[config.mk]
export PLATFORM = sky130hd
export DESIGN_NAME = pmrs_top
export DESIGN_NICKNAME = d
export VERILOG_FILES = /design/src/include/pmrs_pkg.sv /design/src/rtl/pmrs_conv_timer.sv /design/src/rtl/pmrs_result_mem.sv /design/src/rtl/pmrs_top.sv
export VERILOG_INCLUDE_DIRS = /design/src /design/src/include
export SDC_FILE = /design/constraint.sdc
export NUM_CORES = 2
export LEC_CHECK = 0
export ABC_AREA = 1
export CAP_MARGIN = 20
export CORE_MARGIN = 5
export CORE_UTILIZATION = 50
export DETAILED_ROUTE_END_ITERATION = 7
export DONT_BUFFER_PORTS = 1
export PLACE_DENSITY = 0.69
export SETUP_SLACK_MARGIN = 0.05
export SYNTH_ARGS = -nofsm -noshare
export SYNTH_HDL_FRONTEND = slang
export SYNTH_SLANG_ARGS = --single-unit
[constraint.sdc]
create_clock -name ref_clk -period 16.7 [get_ports ref_clk]
set_input_delay 1.67 -clock ref_clk [delete_from_list [all_inputs] [get_ports ref_clk]]
set_output_delay 1.67 -clock ref_clk [all_outputs]
set_load 0.01 [all_outputs]
[src/include/pmrs_cfg.svh]
// Register offsets, field positions, reset values and timing counts for the result scaling block
`ifndef PMRS_CFG_SVH
`define PMRS_CFG_SVH
`define PMRS_CLK_HZ 20000000
`define PMRS_OFS_CONFIG 8'h00
`define PMRS_OFS_SHUNT_CAL 8'h04
`define PMRS_OFS_SAMPLE_IN 8'h08
`define PMRS_OFS_SHUNT 8'h0c
`define PMRS_OFS_BUS 8'h10
`define PMRS_OFS_TEMP 8'h14
`define PMRS_OFS_CURRENT 8'h18
`define PMRS_OFS_POWER 8'h1c
`define PMRS_OFS_STATUS 8'h20
`define PMRS_IDX_ID 8'h3f
`define PMRS_CFG_RANGE_BIT 0
`define PMRS_CFG_CT_LSB 1
`define PMRS_CFG_AVG_LSB 4
`define PMRS_CFG_RESET 32'h0000_0000
`define PMRS_CAL_RESET 16'h0000
`define PMRS_ID_WIDTH 12
`define PMRS_REV_WIDTH 4
`define PMRS_CT_MIN_US 50
`endif

[src/include/pmrs_pkg.sv]
// Types shared by the result scaling block
package pmrs_pkg;
  typedef struct packed {
    logic [15:0] shunt;
    logic [15:0] bus;
    logic [11:0] temp;
  } pmrs_sample_t;
  typedef struct packed {
    logic [15:0] shunt;
    logic [15:0] bus;
    logic [11:0] temp;
    logic [15:0] current;
    logic [23:0] power;
  } pmrs_result_t;
  typedef enum logic [1:0] {PMRS_IDLE, PMRS_ACC, PMRS_CALC, PMRS_DONE} pmrs_state_t;
endpackage : pmrs_pkg

[src/rtl/pmrs_conv_timer.sv]
// Conversion timer: pulses once per selected conversion time
`timescale 1ns/1ns
`include "pmrs_cfg.svh"
module pmrs_conv_timer #(
  parameter int CLK_HZ = `PMRS_CLK_HZ
) (
  input wire logic ref_clk,
  input wire logic reset_n,
  input wire logic [2:0] ct_sel,
  output logic tick
);
  localparam int US_CYC = CLK_HZ / 1000000;
  initial begin
    if (US_CYC < 1) $error("clock too slow for microsecond timer");
  end
  function automatic logic [31:0] ct_us(input logic [2:0] s);
    case (s)
      3'h0: ct_us = `PMRS_CT_MIN_US;
      3'h1: ct_us = 84;
      3'h2: ct_us = 150;
      3'h3: ct_us = 280;
      3'h4: ct_us = 540;
      3'h5: ct_us = 1052;
      3'h6: ct_us = 2074;
      default: ct_us = 4120;
    endcase
  endfunction : ct_us
  logic [31:0] cnt_q, cnt_d;
  logic tick_q, tick_d;
  logic [31:0] limit;
  always_comb begin
    limit = ct_us(ct_sel) * 32'(US_CYC);
    tick_d = 1'b0;
    cnt_d = cnt_q + 32'h1;
    if (cnt_q + 32'h1 >= limit) begin
      cnt_d = 32'h0;
      tick_d = 1'b1;
    end
  end
  always_ff @(posedge ref_clk or negedge reset_n) begin
    if (!reset_n) begin
      cnt_q <= 32'h0;
      tick_q <= 1'b0;
    end else begin
      cnt_q <= cnt_d;
      tick_q <= tick_d;
    end
  end
  assign tick = tick_q;
endmodule : pmrs_conv_timer

[src/rtl/pmrs_result_mem.sv]
// Small register memory holding the averaged results, read data registered
`timescale 1ns/1ns
module pmrs_result_mem #(
  parameter int W = 104
) (
  input wire logic ref_clk,
  input wire logic reset_n,
  input wire logic wr_en,
  input wire logic [W-1:0] wr_data,
  output logic [W-1:0] rd_data
);
  logic [W-1:0] mem_q, mem_d;
  logic [W-1:0] rd_q;
  always_comb begin
    mem_d = wr_en ? wr_data : mem_q;
  end
  always_ff @(posedge ref_clk or negedge reset_n) begin
    if (!reset_n) begin
      mem_q <= '0;
      rd_q <= '0;
    end else begin
      mem_q <= mem_d;
      rd_q <= mem_q;
    end
  end
  assign rd_data = rd_q;
endmodule : pmrs_result_mem

[src/rtl/pmrs_top.sv]
// Result scaling core: averaging, current and power, Avalon-MM register slave
`timescale 1ns/1ns
`include "pmrs_cfg.svh"
module pmrs_top #(
  parameter int CLK_HZ = `PMRS_CLK_HZ,
  parameter logic [11:0] DEV_ID = 12'h5a5, // Arbitrary value
  parameter logic [3:0] REVISION_FIELD_VAL = 4'h3 // Arbitrary value
) (
  input wire logic ref_clk,
  input wire logic reset_n,
  input wire logic [7:0] avs_address,
  input wire logic avs_read,
  input wire logic avs_write,
  input wire logic [31:0] avs_writedata,
  input wire logic [3:0] avs_byteenable,
  output logic [31:0] avs_readdata,
  output logic avs_waitrequest,
  output logic avs_readdatavalid_unused,
  input wire logic [15:0] adc_shunt,
  input wire logic [15:0] adc_bus,
  input wire logic [11:0] adc_temp,
  output logic sample_ready
);
  initial begin
    if (CLK_HZ < 1000000) $error("ref_clk below 1 MHz not supported");
  end
  // Config register
  logic [31:0] cfg_q, cfg_d;
  logic [15:0] cal_q, cal_d;
  logic shunt_range_select;
  logic [2:0] ct_sel;
  logic [3:0] avg_sel;
  assign shunt_range_select = cfg_q[`PMRS_CFG_RANGE_BIT];
  assign ct_sel = cfg_q[`PMRS_CFG_CT_LSB +: 3];
  assign avg_sel = cfg_q[`PMRS_CFG_AVG_LSB +: 4];

  function automatic logic [31:0] be_merge(input logic [31:0] o, input logic [31:0] n, input logic [3:0] be);
    logic [31:0] r;
    r = o;
    for (int i = 0; i < 4; i++) begin
      if (be[i]) r[i*8 +: 8] = n[i*8 +: 8];
    end
    be_merge = r;
  endfunction : be_merge

  function automatic logic [10:0] avg_count(input logic [3:0] s);
    case (s[2:0])
      3'h0: avg_count = 11'd1;
      3'h1: avg_count = 11'd4;
      3'h2: avg_count = 11'd16;
      3'h3: avg_count = 11'd64;
      3'h4: avg_count = 11'd128;
      3'h5: avg_count = 11'd256;
      3'h6: avg_count = 11'd512;
      default: avg_count = 11'd1024;
    endcase
  endfunction : avg_count

  function automatic logic [3:0] avg_shift(input logic [3:0] s);
    case (s[2:0])
      3'h0: avg_shift = 4'd0;
      3'h1: avg_shift = 4'd2;
      3'h2: avg_shift = 4'd4;
      3'h3: avg_shift = 4'd6;
      3'h4: avg_shift = 4'd7;
      3'h5: avg_shift = 4'd8;
      3'h6: avg_shift = 4'd9;
      default: avg_shift = 4'd10;
    endcase
  endfunction : avg_shift

  function automatic logic [15:0] adc_tmp_ext(input logic [11:0] t);
    adc_tmp_ext = {{4{t[11]}}, t};
  endfunction : adc_tmp_ext

  // Conversion timing; timer limit follows conversion time selection
  logic conv_tick;
  pmrs_conv_timer #(.CLK_HZ(CLK_HZ)) u_timer (
    .ref_clk(ref_clk),
    .reset_n(reset_n),
    .ct_sel(ct_sel),
    .tick(conv_tick)
  );

  // Averaging and calculation
  pmrs_pkg::pmrs_state_t st_q, st_d;
  logic signed [26:0] acc_sh_q, acc_sh_d;
  logic [26:0] acc_bus_q, acc_bus_d;
  logic signed [22:0] acc_tmp_q, acc_tmp_d;
  logic [10:0] n_q, n_d;
  pmrs_pkg::pmrs_result_t res_q, res_d;
  logic wr_q, wr_d;
  logic rdy_q, rdy_d;
  logic signed [47:0] cur_full;
  logic [15:0] cur_abs;
  logic [39:0] pwr_full;

  always_comb begin
    st_d = st_q;
    acc_sh_d = acc_sh_q;
    acc_bus_d = acc_bus_q;
    acc_tmp_d = acc_tmp_q;
    n_d = n_q;
    res_d = res_q;
    wr_d = 1'b0;
    rdy_d = 1'b0;
    cur_full = '0;
    cur_abs = '0;
    pwr_full = '0;
    unique case (st_q)
      pmrs_pkg::PMRS_IDLE, pmrs_pkg::PMRS_ACC: begin
        if (conv_tick) begin
          // Signed shunt and temperature, unsigned bus
          acc_sh_d = acc_sh_q + 27'(signed'(adc_shunt));
          acc_bus_d = acc_bus_q + 27'(adc_bus);
          acc_tmp_d = acc_tmp_q + 23'(signed'(adc_tmp_ext(adc_temp)));
          n_d = n_q + 11'd1;
          st_d = pmrs_pkg::PMRS_ACC;
          if (n_q + 11'd1 >= avg_count(avg_sel)) begin
            st_d = pmrs_pkg::PMRS_CALC;
          end
        end
      end
      pmrs_pkg::PMRS_CALC: begin
        // Window closed: commit all averaged results at once
        res_d.shunt = 16'(acc_sh_q >>> avg_shift(avg_sel));
        res_d.bus = 16'(acc_bus_q >> avg_shift(avg_sel));
        res_d.temp = 12'(acc_tmp_q >>> avg_shift(avg_sel));
        // Current from the averaged shunt result and calibration; range bit not used here, narrow range relies on software writing 4x cal
        cur_full = 48'(signed'(res_d.shunt)) * 48'(signed'({1'b0, cal_q}));
        if (cal_q == 16'h0) begin
          res_d.current = 16'h0;
        end else begin
          res_d.current = 16'(cur_full >>> 11);
        end
        cur_abs = res_d.current[15] ? 16'(-res_d.current) : res_d.current;
        // Unsigned 24-bit power, saturating, units of 16 current steps times bus step
        pwr_full = 40'(cur_abs) * 40'(res_d.bus);
        res_d.power = (pwr_full[39:4] > 36'hff_ffff) ? 24'hff_ffff : 24'(pwr_full >> 4);
        wr_d = 1'b1;
        st_d = pmrs_pkg::PMRS_DONE;
      end
      pmrs_pkg::PMRS_DONE: begin
        acc_sh_d = '0;
        acc_bus_d = '0;
        acc_tmp_d = '0;
        n_d = '0;
        rdy_d = 1'b1;
        st_d = pmrs_pkg::PMRS_IDLE;
      end
    endcase
  end

  always_ff @(posedge ref_clk or negedge reset_n) begin
    if (!reset_n) begin
      st_q <= pmrs_pkg::PMRS_IDLE;
      acc_sh_q <= '0;
      acc_bus_q <= '0;
      acc_tmp_q <= '0;
      n_q <= '0;
      res_q <= '0;
      wr_q <= 1'b0;
      rdy_q <= 1'b0;
    end else begin
      st_q <= st_d;
      acc_sh_q <= acc_sh_d;
      acc_bus_q <= acc_bus_d;
      acc_tmp_q <= acc_tmp_d;
      n_q <= n_d;
      res_q <= res_d;
      wr_q <= wr_d;
      rdy_q <= rdy_d;
    end
  end
  assign sample_ready = rdy_q;

  // Results visible to software through a registered store
  pmrs_pkg::pmrs_result_t res_vis;
  pmrs_result_mem #(.W($bits(pmrs_pkg::pmrs_result_t))) u_mem (
    .ref_clk(ref_clk),
    .reset_n(reset_n),
    .wr_en(wr_q),
    .wr_data(res_q),
    .rd_data(res_vis)
  );

  // Avalon slave: one wait cycle, answer on the second edge
  logic busy_q, busy_d;
  logic wait_q, wait_d;
  logic rdv_q, rdv_d;
  logic [31:0] rdata_q, rdata_d;
  logic [31:0] rsel;
  always_comb begin
    cfg_d = cfg_q;
    cal_d = cal_q;
    busy_d = 1'b0;
    rdv_d = 1'b0;
    rdata_d = rdata_q;
    rsel = 32'h0;
    unique case (avs_address)
      `PMRS_OFS_CONFIG: rsel = {25'h0, cfg_q[6:0]};
      `PMRS_OFS_SHUNT_CAL: rsel = {16'h0, cal_q};
      `PMRS_OFS_SHUNT: rsel = {16'h0, res_vis.shunt};
      `PMRS_OFS_BUS: rsel = {16'h0, res_vis.bus};
      `PMRS_OFS_TEMP: rsel = {16'h0, res_vis.temp, 4'h0};
      `PMRS_OFS_CURRENT: rsel = {16'h0, res_vis.current};
      `PMRS_OFS_POWER: rsel = {8'h0, res_vis.power};
      `PMRS_OFS_STATUS: rsel = {29'h0, shunt_range_select, st_q};
      8'(`PMRS_IDX_ID * 4): rsel = {16'h0, DEV_ID, REVISION_FIELD_VAL};
      default: rsel = 32'h0;
    endcase
    if ((avs_read || avs_write) && !busy_q) begin
      busy_d = 1'b1;
      rdata_d = rsel;
    end
    // Writes land on the edge where the master sees waitrequest low, not when taken
    if (avs_write && busy_q) begin
      if (avs_address == `PMRS_OFS_CONFIG) begin
        // Range bit only changes step size reading, not the stored codes
        cfg_d = be_merge(cfg_q, avs_writedata, avs_byteenable) & 32'h0000_007f;
      end
      if (avs_address == `PMRS_OFS_SHUNT_CAL) begin
        cal_d = 16'(be_merge({16'h0, cal_q}, avs_writedata, avs_byteenable));
      end
    end
    wait_d = !busy_d;
  end
  always_ff @(posedge ref_clk or negedge reset_n) begin
    if (!reset_n) begin
      cfg_q <= `PMRS_CFG_RESET;
      cal_q <= `PMRS_CAL_RESET;
      busy_q <= 1'b0;
      wait_q <= 1'b1;
      rdv_q <= 1'b0;
      rdata_q <= 32'h0;
    end else begin
      cfg_q <= cfg_d;
      cal_q <= cal_d;
      busy_q <= busy_d;
      wait_q <= wait_d;
      rdv_q <= rdv_d;
      rdata_q <= rdata_d;
    end
  end
  assign avs_waitrequest = wait_q;
  assign avs_readdata = rdata_q;
  // Fixed-latency slave: waitrequest alone frames each transfer
  assign avs_readdatavalid_unused = rdv_q;

  property p_zero_cal;
    @(posedge ref_clk) disable iff (!reset_n) (st_q == pmrs_pkg::PMRS_CALC && cal_q == 16'h0) |=> res_q.current == 16'h0;
  endproperty
  a_zero_cal: assert property (p_zero_cal) else $error("current not zero with zero cal");
  property p_hold;
    @(posedge ref_clk) disable iff (!reset_n) (st_q != pmrs_pkg::PMRS_CALC) |=> $stable(res_q);
  endproperty
  a_hold: assert property (p_hold) else $error("result changed mid window");
  property p_commit;
    @(posedge ref_clk) disable iff (!reset_n) (st_q == pmrs_pkg::PMRS_CALC) |=> wr_q ##1 rdy_q;
  endproperty
  a_commit: assert property (p_commit) else $error("commit sequence broken");
  property p_avg;
    @(posedge ref_clk) disable iff (!reset_n)
      $rose(st_q == pmrs_pkg::PMRS_CALC) |-> $past(n_q) + 11'd1 >= avg_count($past(avg_sel));
  endproperty
  a_avg: assert property (p_avg) else $error("window ended early");
  property p_pwr;
    @(posedge ref_clk) disable iff (!reset_n) (res_q.bus == 16'h0) |-> res_q.power == 24'h0;
  endproperty
  a_pwr: assert property (p_pwr) else $error("power nonzero at zero bus");
  property p_id;
    @(posedge ref_clk) disable iff (!reset_n) (avs_read && busy_q && avs_address == 8'hfc) |-> avs_readdata == {16'h0, DEV_ID, REVISION_FIELD_VAL};
  endproperty
  a_id: assert property (p_id) else $error("identity word wrong");
  property p_wait;
    @(posedge ref_clk) disable iff (!reset_n) (avs_read || avs_write) && avs_waitrequest |=> !avs_waitrequest;
  endproperty
  a_wait: assert property (p_wait) else $error("slave did not answer in one cycle");
  property p_tick;
    @(posedge ref_clk) disable iff (!reset_n) conv_tick |=> !conv_tick;
  endproperty
  a_tick: assert property (p_tick) else $error("conversion ticks too close");
  property p_cal_wr;
    @(posedge ref_clk) disable iff (!reset_n) (avs_write && !avs_waitrequest && avs_address == `PMRS_OFS_SHUNT_CAL
      && avs_byteenable == 4'hf) |=> cal_q == $past(avs_writedata[15:0]);
  endproperty
  a_cal_wr: assert property (p_cal_wr) else $error("calibration write lost");
  c_commit: cover property (@(posedge ref_clk) disable iff (!reset_n) rdy_q);
  c_write: cover property (@(posedge ref_clk) disable iff (!reset_n) avs_write && !avs_waitrequest);
  c_neg: cover property (@(posedge ref_clk) disable iff (!reset_n) res_q.current[15]);
  c_narrow: cover property (@(posedge ref_clk) disable iff (!reset_n) shunt_range_select && rdy_q);
endmodule : pmrs_top

==> results.py <==
metrics = {
    "sta": {
        "min_period_ps": 15590,
        "finalSetupTns_ps": 0,
        "rsz0062_at_grt": "no",
        "drv_slew": 222,
        "clock_skew_ps": 31.3,
        "hold_viol_final": 0,
        "slew_headroom": -0.234,
        "finalCritPeriodShare": 0.934,
        "max_freq_mhz": 64.1,
        "setup_violations": 0,
        "worst_slew_pin_slew_ps": 1850,
    },
    "hold_path": {
        "hold_start": "u_mem.mem_q[2]",
        "min_path_type": "register to register",
    },
    "final_layout": {
        "area_growth_pct": 6.85,
        "fin_util": 0.540,
        "register_area_um2": 10700,
        "fin_area_um2": 41900,
        "nets": 5510,
        "nFillCells": 7244,
        "multiInputGateArea_um2": 24600,
        "final_cells": 5822,
        "drive_gt1_frac": 0.0705,
    },
    "floorplan": {
        "ios": 127,
        "die_width_um": 290,
        "die_h_um": 290,
        "rows": 102,
        "core_um2": 77600,
        "start_util": 0.505,
        "die_area_um2": 84100,
    },
    "yosys": {
        "ys_types": 67,
        "yosys.cell_count.top_type": "nand2_1",
        "synth_area_um2": 39200,
        "yosys-top-cells-count": "989 x nand2_1, 846 x inv_1, 477 x nor2_1",
        "ys_warn_count": 0,
        "synth_area_leaders": "dfrtp_1 27%, fa_1 20%, nand2_1 9.5%",
        "async_reset_ff_frac": 1.00,
        "yosys.area.top_type": "dfrtp_1",
        "ys_seq_area_frac": 0.272,
        "avgSynthCellArea_um2": 8.18,
        "synth_seq_cells": 426,
        "netlist_instances": 4792,
        "synth_edf_count": 0,
        "synth-main-ff-cell": "dfrtp_1",
        "synth_top_area_frac": 0.271,
    },
    "global_routing": {
        "grt_max_degree": 427,
        "grt_pass1_vias": 31955,
        "grt_antenna_before_repair": 2,
        "grt_pass1_wl_um": 174000,
        "grt.total_usage": 0.253,
        "gr-total-overflow": 0,
    },
    "placed_design": {
        "portBuffers": 0,
        "dpl.cell_count": 5732,
        "dp_hpwl_um": 80300,
        "gp_congestion": 0.929,
        "dpl_cell_area_um2": 40200,
    },
    "setup_path": {
        "worst_ep_arrival_time_ps": 16050,
        "crit_top_cell": "fa_1",
        "crit_path_start": "cfg_q[4]",
        "cpPeakStageDelay_ps": 610,
        "cp.required_ps": 17160,
        "worst_setup_path_start_kind": "register",
        "crit_type": "register to register",
        "r2r_slack_ps": 1110,
        "r2r-start": "cfg_q[4]",
        "critical_path.endpoint_type": "register",
        "crit_slowest_cell": "fa_1",
        "cp_max_fo": 33,
    },
    "clock_network": {
        "hold_buffers": 0,
        "clock_latency_ps": 610,
        "clock_sinks": 426,
        "cts_setup_buffers": 0,
        "clockRootBuffer": "clkbuf_16",
        "cts_buffer_depth": 3,
        "cts_tree": "yes",
        "cts_buffers": 47,
        "cts_resized": 0,
        "htree_levels": 2,
        "clk_pin_slew_ps": 60,
    },
    "drt": {
        "vias_per_cell": 5.50,
        "first_iter_violations": 2595,
        "wire_per_inst_um": 18.3,
        "drc_errors": 0,
        "vias": 32021,
        "ant_nets": 0,
        "wirelength_um": 106000,
        "drtPass1Iterations": 7,
    },
    "flow_run": {
        "cap_viol_max_count": 0,
    },
    "status": {
        "violations": "slew limit",
        "status": "finished with violations",
    },
}
-- cell families (layout without fill, tap and decap cells) --
logic type | count (synthesis) | count (layout) | share of synthesized area
adders and majority gates | 676 | 676 | 0.289
AOI/OAI and AO/OA | 706 | 706 | 0.105
other | 2 | 27 | 0.000191
xor gates and xnor gates | 70 | 70 | 0.0156
muxes | 87 | 87 | 0.0248
DFF | 426 | 426 | 0.272
buffers and inverters | 1042 | 1006 | 0.104
and+or+nand+nor | 1783 | 1784 | 0.189
-- sequential cells by signal, indices dropped and copies added (netlist names), 2 cells and up --
register       cells
n_q               11
acc_bus_q         27
avs_readdata      24
st_q               2
acc_tmp_q         23
acc_sh_q          27
u_timer.cnt_q     32
cfg_q              7
u_mem.rd_data     84
cal_q             16
res_q             84
u_mem.mem_q       84
-- area by class of cell --
class	instances	share of cell area
multi-input combinational	3348	0.587
sequential	426	0.255
inverter	870	0.0783
clock buffer	62	0.0325
tap	1040	0.0311
timing repair buffer	49	0.00908
clock inverter	25	0.00714
antenna	2	0.000119
-- cell usage in the layout (no fill, tap or decap), types with 22 or more instances in the layout --
cell type,n
xor2_1,55
a31oi_1,22
o22ai_1,33
nand3_1,152
nand2_1,987
o21ai_0,266
fa_1,383
o211ai_1,22
dfrtp_1,422
inv_1,844
mux2_2,82
nor3_1,32
clkbuf_16,47
conb_1,25
nor2_1,475
ha_1,293
buf_4,48
a21oi_1,208
nand4_1,41
-- per-layer routing --
| metal | vias to the layer above | share of wire | track usage |
|---|---|---|---|
| met3 | 257 | 0.062 | 0.0339 |
| met2 | 1035 | 0.47 | 0.420 |
| li1 | 14993 | - | - |
| met4 | 0 | 0.043 | 0.0949 |
| met5 | - | 0 | 0 |
| met1 | 15736 | 0.42 | 0.341 |
-- worst max-delay path: cells and delay by family, from the launching register on --
kind | cells | cell delay, ps
AO/OA/AOI/OAI | 15 | 3110
buffers and inverters | 14 | 1370
flip-flops | 1 | 460
AND/OR/NAND/NOR | 23 | 3400
adder cells (fa/ha/maj) | 15 | 6950
XOR/XNOR | 1 | 80
-- stage by stage --
stage | hold slack, ps | worst slack (ps)
finish | 360 | 1110
global route | 370 | 75.2
CTS | 359 | 751
detailed placement | 359 | 840
global placement | 355 | 1100
floorplan | 350 | 2990
-- worst paths after layout --
| path | end | cells after the start |
|---|---|---|
| setup / recovery | res_q[2] | 68 |
| hold / removal | u_mem.rd_data[2] | 0 |
| setup reg to reg | res_q[2] | 68 |
| hold reg to reg | u_mem.rd_data[2] | 0 |
| max in group asynchronous | wr_q | 0 |
| min in group asynchronous | sample_ready | 0 |
Power is not shown: default switching activity piles up to over one toggle a cycle in this logic, so the estimate is an artifact.
